<file path="src/ctcfg_pkg.sv">
/*
  Package for the transmitter timing configuration register bank:
  register offsets, field positions, reset values and widths.
  Assumes nothing of its surroundings.
*/
package ctcfg_pkg;
  localparam int ADDR_W = 8;
  localparam int DATA_W = 8;

  // ************************************************************
  // register offsets
  // ************************************************************
  localparam logic [7:0] HS_TRAIL_TIMING_OFS = 8'h06;
  localparam logic [7:0] HS_EXIT_TIMING_OFS = 8'h07;
  localparam logic [7:0] LOW_POWER_PERIOD_TIMING_OFS = 8'h08;
  localparam logic [7:0] RAW_PIXEL_PLACEMENT_OFS = 8'h09;
  localparam logic [7:0] OUTPUT_PORT0_ENABLE_OFS = 8'h13;
  localparam logic [7:0] OUTPUT_PORT1_ENABLE_OFS = 8'h14;
  localparam logic [7:0] LINK_GOOD_ROUTING_OFS = 8'h16;
  localparam logic [7:0] VIRTUAL_CHANNEL_SELECT_OFS = 8'h2E;

  // ************************************************************
  // reset values
  // ************************************************************
  localparam logic [7:0] HS_TRAIL_TIMING_RST = 8'h00;
  localparam logic [7:0] HS_EXIT_TIMING_RST = 8'h00;
  localparam logic [7:0] LOW_POWER_PERIOD_TIMING_RST = 8'h00;
  localparam logic [7:0] RAW_PIXEL_PLACEMENT_RST = 8'h00;
  localparam logic [7:0] OUTPUT_PORT0_ENABLE_RST = 8'h3F;
  localparam logic [7:0] OUTPUT_PORT1_ENABLE_RST = 8'h00;
  localparam logic [7:0] LINK_GOOD_ROUTING_RST = 8'h02;
  localparam logic [7:0] VIRTUAL_CHANNEL_SELECT_RST = 8'h00;

  // ************************************************************
  // field layout
  // ************************************************************
  localparam int OVERRIDE_BIT = 7;
  localparam int TRAIL_W = 4;
  localparam int EXIT_W = 5;
  localparam int LPX_W = 4;
  localparam int RAW_ALIGN_BIT = 4;
  localparam int PORT_RCTL_BIT = 7;
  localparam int PORT_EN_W = 6;
  localparam logic [5:0] PORT_EN_ALL = 6'h3F;
  localparam logic [5:0] PORT_EN_NONE = 6'h00;
  localparam int TO_PIN3_BIT = 2;
  localparam int TO_PIN0_BIT = 1;
  localparam int LINK_GOOD_BIT = 0;
  localparam int VC_LSB = 6;
  localparam int VC_W = 2;
endpackage : ctcfg_pkg

</file>
<file path="src/ctcfg_regs.sv">
/*
  Transmitter timing and port configuration register bank with a plain
  strobe port; drives the effective settings to the transmitter datapath.
  Assumes address, data and strobes synchronous to clock_i, and that the
  automatic timing values and strap enables come from the datapath.
*/
// How it works
// - trail override bit selects register trail value
// - exit override bit selects register exit value
// - low-power override bit selects register value
// - alignment bit puts raw pixels high or low
// - port 0 field enables, resets enabled
// - port 1 field enables, resets disabled
// - routing bit 2 drives pin three
// - routing bit 1 drives pin zero, default
// - routing bit 0 reads link-good state
// - two-bit field selects virtual channel
`timescale 1ns/1ns
module ctcfg_regs #(
  parameter int PIX_W = 24,
  parameter int RAW_W = 12
) (
  input wire logic clock_i,
  input wire logic resetn_i,
  input wire logic clk_en_i,
  input wire logic [ctcfg_pkg::ADDR_W-1:0] addr_i,
  input wire logic [ctcfg_pkg::DATA_W-1:0] wdata_i,
  input wire logic wr_i,
  input wire logic rd_i,
  output logic [ctcfg_pkg::DATA_W-1:0] rdata_o,
  input wire logic [ctcfg_pkg::TRAIL_W-1:0] auto_trail_i,
  input wire logic [ctcfg_pkg::EXIT_W-1:0] auto_exit_i,
  input wire logic [ctcfg_pkg::LPX_W-1:0] auto_lpx_i,
  input wire logic port0_strap_en_i,
  input wire logic port1_strap_en_i,
  input wire logic link_good_i,
  input wire logic [RAW_W-1:0] raw_pixel_i,
  output logic [ctcfg_pkg::TRAIL_W-1:0] trail_o,
  output logic [ctcfg_pkg::EXIT_W-1:0] exit_o,
  output logic [ctcfg_pkg::LPX_W-1:0] lpx_o,
  output logic [PIX_W-1:0] colour_bus_o,
  output logic port0_en_o,
  output logic port1_en_o,
  output logic general_pin_zero_o,
  output logic general_pin_zero_oe_o,
  output logic general_pin_three_o,
  output logic general_pin_three_oe_o,
  output logic [ctcfg_pkg::VC_W-1:0] virtual_channel_number_o
);
  import ctcfg_pkg::*;

  // ************************************************************
  // storage
  // ************************************************************
  logic [7:0] hs_trail_timing;
  logic [7:0] hs_exit_timing;
  logic [7:0] low_power_period_timing;
  logic [7:0] raw_pixel_placement;
  logic [7:0] output_port0_enable;
  logic [7:0] output_port1_enable;
  logic [7:0] link_good_routing;
  logic [7:0] virtual_channel_select;

  // ************************************************************
  // address decode
  // ************************************************************
  // full-width compare, so aliases of the map read as unmapped
  wire hit_trail = (addr_i == HS_TRAIL_TIMING_OFS);
  wire hit_exit = (addr_i == HS_EXIT_TIMING_OFS);
  wire hit_lpx = (addr_i == LOW_POWER_PERIOD_TIMING_OFS);
  wire hit_raw = (addr_i == RAW_PIXEL_PLACEMENT_OFS);
  wire hit_p0 = (addr_i == OUTPUT_PORT0_ENABLE_OFS);
  wire hit_p1 = (addr_i == OUTPUT_PORT1_ENABLE_OFS);
  wire hit_route = (addr_i == LINK_GOOD_ROUTING_OFS);
  wire hit_vc = (addr_i == VIRTUAL_CHANNEL_SELECT_OFS);

  // strobes seen while the enable is low are dropped, not held over
  wire wr_go = wr_i && clk_en_i;
  wire wr_trail = wr_go && hit_trail;
  wire wr_exit = wr_go && hit_exit;
  wire wr_lpx = wr_go && hit_lpx;
  wire wr_raw = wr_go && hit_raw;
  wire wr_p0 = wr_go && hit_p0;
  wire wr_p1 = wr_go && hit_p1;
  wire wr_route = wr_go && hit_route;
  wire wr_vc = wr_go && hit_vc;

  // ************************************************************
  // read selection
  // ************************************************************
  // status bit is live, so the stored copy of bit 0 is never returned
  wire [7:0] route_view = {link_good_routing[DATA_W-1:LINK_GOOD_BIT+1], link_good_i};
  // value for an unmapped offset and for every enabled cycle without a read
  localparam logic [DATA_W-1:0] RDATA_IDLE = '0;
  // unmapped offsets read as zero rather than aliasing a register
  wire [7:0] next_rdata =
    hit_trail ? hs_trail_timing :
    hit_exit ? hs_exit_timing :
    hit_lpx ? low_power_period_timing :
    hit_raw ? raw_pixel_placement :
    hit_p0 ? output_port0_enable :
    hit_p1 ? output_port1_enable :
    hit_route ? route_view :
    hit_vc ? virtual_channel_select :
    RDATA_IDLE;

  // ************************************************************
  // register writes
  // ************************************************************
  // one small process per register; reserved bits are kept and read back as written
  always_ff @(posedge clock_i or negedge resetn_i) begin
    if (!resetn_i) begin
      hs_trail_timing <= HS_TRAIL_TIMING_RST;
    end else if (wr_trail) begin
      hs_trail_timing <= wdata_i;
    end
  end

  always_ff @(posedge clock_i or negedge resetn_i) begin
    if (!resetn_i) begin
      hs_exit_timing <= HS_EXIT_TIMING_RST;
    end else if (wr_exit) begin
      hs_exit_timing <= wdata_i;
    end
  end

  always_ff @(posedge clock_i or negedge resetn_i) begin
    if (!resetn_i) begin
      low_power_period_timing <= LOW_POWER_PERIOD_TIMING_RST;
    end else if (wr_lpx) begin
      low_power_period_timing <= wdata_i;
    end
  end

  always_ff @(posedge clock_i or negedge resetn_i) begin
    if (!resetn_i) begin
      raw_pixel_placement <= RAW_PIXEL_PLACEMENT_RST;
    end else if (wr_raw) begin
      raw_pixel_placement <= wdata_i;
    end
  end

  // ************************************************************
  // configuration register writes
  // ************************************************************
  // writes to unmapped offsets match no register and are lost
  always_ff @(posedge clock_i or negedge resetn_i) begin
    if (!resetn_i) begin
      output_port0_enable <= OUTPUT_PORT0_ENABLE_RST;
    end else if (wr_p0) begin
      output_port0_enable <= wdata_i;
    end
  end

  always_ff @(posedge clock_i or negedge resetn_i) begin
    if (!resetn_i) begin
      output_port1_enable <= OUTPUT_PORT1_ENABLE_RST;
    end else if (wr_p1) begin
      output_port1_enable <= wdata_i;
    end
  end

  always_ff @(posedge clock_i or negedge resetn_i) begin
    if (!resetn_i) begin
      link_good_routing <= LINK_GOOD_ROUTING_RST;
    end else if (wr_route) begin
      link_good_routing <= wdata_i;
    end
  end

  always_ff @(posedge clock_i or negedge resetn_i) begin
    if (!resetn_i) begin
      virtual_channel_select <= VIRTUAL_CHANNEL_SELECT_RST;
    end else if (wr_vc) begin
      virtual_channel_select <= wdata_i;
    end
  end

  always_ff @(posedge clock_i or negedge resetn_i) begin
    if (!resetn_i) begin
      rdata_o <= RDATA_IDLE;
    end else if (clk_en_i) begin
      // data stands until the next enabled edge only, so a stale read is never taken for a new one
      rdata_o <= rd_i ? next_rdata : RDATA_IDLE;
    end
  end

  // ************************************************************
  // timing override selection
  // ************************************************************
  wire [TRAIL_W-1:0] next_trail;
  wire [EXIT_W-1:0] next_exit;
  wire [LPX_W-1:0] next_lpx;
  wire hs_trail_override = hs_trail_timing[OVERRIDE_BIT];
  wire hs_exit_override = hs_exit_timing[OVERRIDE_BIT];
  wire low_power_period_override = low_power_period_timing[OVERRIDE_BIT];

  ctcfg_sel #(.W(TRAIL_W)) u_trail (
    .override_i(hs_trail_override),
    .reg_val_i(hs_trail_timing[TRAIL_W-1:0]),
    .auto_val_i(auto_trail_i),
    .sel_o(next_trail)
  );
  ctcfg_sel #(.W(EXIT_W)) u_exit (
    .override_i(hs_exit_override),
    .reg_val_i(hs_exit_timing[EXIT_W-1:0]),
    .auto_val_i(auto_exit_i),
    .sel_o(next_exit)
  );
  ctcfg_sel #(.W(LPX_W)) u_lpx (
    .override_i(low_power_period_override),
    .reg_val_i(low_power_period_timing[LPX_W-1:0]),
    .auto_val_i(auto_lpx_i),
    .sel_o(next_lpx)
  );

  // ************************************************************
  // port enables
  // ************************************************************
  wire port0_register_control = output_port0_enable[PORT_RCTL_BIT];
  wire port1_register_control = output_port1_enable[PORT_RCTL_BIT];
  wire [PORT_EN_W-1:0] port0_enable_field = output_port0_enable[PORT_EN_W-1:0];
  wire [PORT_EN_W-1:0] port1_enable_field = output_port1_enable[PORT_EN_W-1:0];
  // partial field codes are undefined; only all-ones counts as enabled
  wire p0_field_on = (port0_enable_field == PORT_EN_ALL);
  wire p1_field_on = (port1_enable_field == PORT_EN_ALL);
  wire next_p0 = port0_register_control ? p0_field_on : port0_strap_en_i;
  wire next_p1 = port1_register_control ? p1_field_on : port1_strap_en_i;

  // ************************************************************
  // raw alignment and link-good routing
  // ************************************************************
  wire raw_msb = raw_pixel_placement[RAW_ALIGN_BIT];
  wire [PIX_W-1:0] raw_low = {{(PIX_W-RAW_W){1'b0}}, raw_pixel_i};
  wire [PIX_W-1:0] raw_high = {raw_pixel_i, {(PIX_W-RAW_W){1'b0}}};
  wire [PIX_W-1:0] next_colour = raw_msb ? raw_high : raw_low;
  wire link_good_to_pin3 = link_good_routing[TO_PIN3_BIT];
  wire link_good_to_pin0 = link_good_routing[TO_PIN0_BIT];
  wire [VC_W-1:0] virtual_channel_number = virtual_channel_select[VC_LSB +: VC_W];

  // ************************************************************
  // registered outputs
  // ************************************************************
  // timing values reach the datapath one edge after the write lands
  always_ff @(posedge clock_i or negedge resetn_i) begin
    if (!resetn_i) begin
      trail_o <= '0;
      exit_o <= '0;
      lpx_o <= '0;
    end else if (clk_en_i) begin
      trail_o <= next_trail;
      exit_o <= next_exit;
      lpx_o <= next_lpx;
    end
  end

  // zero fill keeps the unused part of the bus quiet
  always_ff @(posedge clock_i or negedge resetn_i) begin
    if (!resetn_i) begin
      colour_bus_o <= '0;
    end else if (clk_en_i) begin
      colour_bus_o <= next_colour;
    end
  end

  // ************************************************************
  // port, pin and channel outputs
  // ************************************************************
  // strap input governs until software takes control
  always_ff @(posedge clock_i or negedge resetn_i) begin
    if (!resetn_i) begin
      port0_en_o <= 1'b0;
      port1_en_o <= 1'b0;
    end else if (clk_en_i) begin
      port0_en_o <= next_p0;
      port1_en_o <= next_p1;
    end
  end

  // both pins may carry the indication at once; a routed pin drives low while the link is bad
  always_ff @(posedge clock_i or negedge resetn_i) begin
    if (!resetn_i) begin
      general_pin_zero_o <= 1'b0;
      general_pin_zero_oe_o <= 1'b0;
      general_pin_three_o <= 1'b0;
      general_pin_three_oe_o <= 1'b0;
    end else if (clk_en_i) begin
      general_pin_zero_o <= link_good_to_pin0 & link_good_i;
      general_pin_zero_oe_o <= link_good_to_pin0;
      general_pin_three_o <= link_good_to_pin3 & link_good_i;
      general_pin_three_oe_o <= link_good_to_pin3;
    end
  end

  // a new channel number applies from the edge after the write lands
  always_ff @(posedge clock_i or negedge resetn_i) begin
    if (!resetn_i) begin
      virtual_channel_number_o <= '0;
    end else if (clk_en_i) begin
      virtual_channel_number_o <= virtual_channel_number;
    end
  end
endmodule : ctcfg_regs

</file>
<file path="src/ctcfg_sel.sv">
/*
  Override selector: picks a register value when its override bit is set,
  else the automatically derived value.
  Assumes both inputs are stable in the clock domain of the user.
*/
`timescale 1ns/1ns
module ctcfg_sel #(
  parameter int W = 4
) (
  input wire logic override_i,
  input wire logic [W-1:0] reg_val_i,
  input wire logic [W-1:0] auto_val_i,
  output logic [W-1:0] sel_o
);
  assign sel_o = override_i ? reg_val_i : auto_val_i;
endmodule : ctcfg_sel

</file>
<file path="config.mk">
export PLATFORM = sky130hd
export DESIGN_NAME = ctcfg_regs
export DESIGN_NICKNAME = d
export VERILOG_FILES = /design/src/ctcfg_pkg.sv /design/src/ctcfg_regs.sv /design/src/ctcfg_sel.sv
export SDC_FILE = /design/constraint.sdc
export NUM_CORES = 1
export LEC_CHECK = 0
export BUFFER_PORTS_ARGS = -buffer_cell sky130_fd_sc_hd__buf_4
export CAP_MARGIN = 10
export CORE_MARGIN = 2
export CORE_UTILIZATION = 40
export DETAILED_ROUTE_END_ITERATION = 7
export PLACE_DENSITY = 0.7
export SLEW_MARGIN = 20
export SYNTH_ARGS = -nofsm -noshare
export SYNTH_HDL_FRONTEND = slang
export SYNTH_SLANG_ARGS = --single-unit
export TNS_END_PERCENT = 1
</file>
<file path="constraint.sdc">
create_clock -name clock_i -period 2.8 [get_ports clock_i]
set_input_delay 0.14 -clock clock_i [delete_from_list [all_inputs] [get_ports clock_i]]
set_output_delay 0.14 -clock clock_i [all_outputs]
set_load 0.02 [all_outputs]
</file>
==> reports/results.ini <==
[placement]
dp_hpwl_mm = 10.3
portBuffers = 101
gp_congestion = 0.863

[synthesis]
synth_nets = 550
synthTopCellsByArea = dfrtp_1 50%, mux2_2 9.1%, a21oi_1 4.1%, dfstp_2 3.4%, o21ai_0 2.7%
synth_top_family_by_area = compound AO/OA/AOI/OAI gates
synth_top_cell_area_share = 0.502
synth_ff_type = dfrtp_1
seq_area_frac_synth = 0.536
synth_compound_area_frac = 0.150
syn_area_sq_mm = 0.00544
avgSynthCellArea_sq_um = 10.8
synth-adder-area-share = 0
yosysMostFrequentCell = dfrtp_1
synth.distinct_cells = 42
syn_inst = 501
synth-simple-area-share = 0.128
ys_async_sr_fraction = 1.00
synth-edff-count = 0
synth_warnings = 0
synth_common_cells = 109 x dfrtp_1, 45 x a21oi_1, 44 x mux2_2
ys_ff_latch = 116
synth_mux_area_frac = 0.137
yosys.area.top_type = dfrtp_1
synth_xor_area_frac = 0

[worst_hold_path]
worstHoldStart = port1_strap_en_i
hold_class = in -> reg

[routing]
drt-pass1-iter-count = 6
drt-initial-drc-count = 370
wl_mm = 14.8
drc = 0
vias_per_cell = 5.34
vias = 4297
wire_per_inst_microns = 18.4
antenna_left = 0

[floorplan]
ios = 102
die-area_sq_mm = 0.0145
start_util = 0.410
dieHeight_microns = 121
rows = 42
core_area_sq_mm = 0.0132
die_width_microns = 121

[sta]
worstMarginPinSlew_ps = 686
finalHoldViolCount = 0
finalCriticalPeriod_ps = 2010
fin_tns_setup_ps = 0
setup_viol = 0
slew_viol_final = 0
min_period_over_period = 0.716
relSlewSlack = 0.539
fin_skew_ps = 8.48
holdWs_ps = 14.8
grt_setup_unrepaired = false
fmax_ghz = 0.499

[clocking]
path_clk_slew_ps = 50
cts_made_buffers = 17
cts_setup_buffers = 0
cts_root_buf = clkbuf_16
clock_sinks = 116
cts_tree = done
cts_max_level = 4
insertion_delay_ps = 420
clock_path_buffers = 2

[power]
p_leak_nw = 3.39
power_density_mw_per_mm2 = 635
ir_drop_mv = 0.346

[worst_setup_path]
crit_chain = buf_4 -> or4b_4 -> or4_1 -> or2_1 -> mux2_4
endpoint_kind = flip-flop
crit_buf_inv = 1
rr_startpoint = raw_pixel_placement[4]
worstPathMaxFanout = 13
crit_required_ps = 3100
crit_start = addr_i[7]
crit_type = in -> reg
start_kind = input pin
cpMaxStageDelayCell = or4b_4
critical-path-top-delay-family = simple AND/OR/NAND/NOR gates
cpPeakStageDelay_ps = 630
arrival_ps = 2300

[grt]
antenna_found_initial = 0
grtUsageTotal = 0.213
grt_max_degree = 75
overflow = 0
grt_first_pass_wirelength_mm = 23.6
grt_pass1_vias = 4332

[cells_and_area]
n_antenna_cell = 0
drive_gt1_frac = 0.342
area_growth_pct = 31.5
nets = 664

[job]
drv_cap = 0

[outcome]
status = finished clean

==> metrics by stage <==
step	cells	util	worst slack [ps]	instance area [sq um]	total power (W)
final	804	0.540	794	7150	0.00454
after floorplan	501	-	809	5440	0.00202
after CTS	804	0.540	826	7150	0.00457
after global placement	757	0.481	433	6370	0.00224
after global routing	804	0.540	746	7150	0.00470
after detailed placement	757	0.481	388	6370	0.00225
==> report_power, final <==
group	switching (W)	internal, W	leakage, nW	total, W
logic	0.000248	0.000187	1.64	0.000435
clock network	0.000743	0.00155	0.310	0.00229
registers	0.0000520	0.00176	1.44	0.00181
==> cells in the final DEF (no fill, tap or decap), types with 3 or more instances in the layout <==
cell type      synthesis  final
mux2_2                44     44
clkbuf_8               0      3
nor2b_1               20     20
nor2_1                27     27
mux2i_1               13     13
o21a_1                 8      8
o22ai_1                8      8
buf_4                  0    109
dfrtp_1              109    109
inv_1                 38     38
o221ai_1               7      7
clkinv_2               0      5
a31o_2                12     12
nand3_1               16     16
o21ai_0               29     29
nand2_1               19     19
a21oi_1               45     45
a211o_1               16     16
bufinv_16              0      4
and2_1                 7      7
mux2_4                 8      8
or4_1                  3      3
dfstp_2                7      7
nand4b_1               8      8
nand2b_1               5      5
clkbuf_16              0     17
dlygate4sd3_1          0     15
==> cells by family after synthesis <==
| kind of cell | Yosys count |
|---|---|
| buf+inv | 68 |
| simple gates | 123 |
| flops | 116 |
| compound gates | 129 |
| mux | 65 |
==> layout make-up <==
cell class | instances | area, sq um
clock inverter | 10 | 153
fill | 1174 | 6090
timing repair buffer | 125 | 988
tap | 176 | 220
inverter | 38 | 143
multi-input combinational | 317 | 2260
sequential | 116 | 2910
clock buffer | 22 | 474
==> worst reg2reg max path, delay by kind of cell (launching register included) <==
kind | cells | cell delay (ps)
flops | 1 | 620
compound gates | 1 | 420
buf+inv | 1 | 400
==> state kept, by name, summed over array words and instances (netlist names) <==
signal,count
lpx_o,4
colour_bus_o,24
general_pin_three_o,1
general_pin_zero_o,1
trail_o,4
virtual_channel_select,8
output_port0_enable,8
raw_pixel_placement,8
port1_en_o,1
general_pin_three_oe_o,1
hs_exit_timing,8
virtual_channel_number_o,2
port0_en_o,1
low_power_period_timing,8
link_good_routing,7
hs_trail_timing,8
output_port1_enable,8
rdata_o,8
general_pin_zero_oe_o,1
exit_o,5
==> layer usage <==
metal,up-vias,track usage,share of wire
met5,-,0,0
met2,152,0.314,0.44
li1,2014,-,-
met4,0,0.0879,0.025
met1,2104,0.303,0.47
met3,27,0.0476,0.063
==> final timing paths <==
check                                         end  slack (ps)  cells after the start
min                                    port1_en_o          10                      3
max                        output_port1_enable[1]         790                      5
max reg2reg                raw_pixel_placement[4]        1240                      2
max in group asynchronous      hs_trail_timing[7]        1790                      3
min in group asynchronous        colour_bus_o[16]         250                      2
min reg2reg                    hs_trail_timing[4]         500                      1
==> repair_timing <==
item	in CTS	in global routing
gates resized for setup	0	0
hold buffers	15	0
hold endpoints to repair	63	0
No activity file was read; power rests on OpenSTA's default activity.
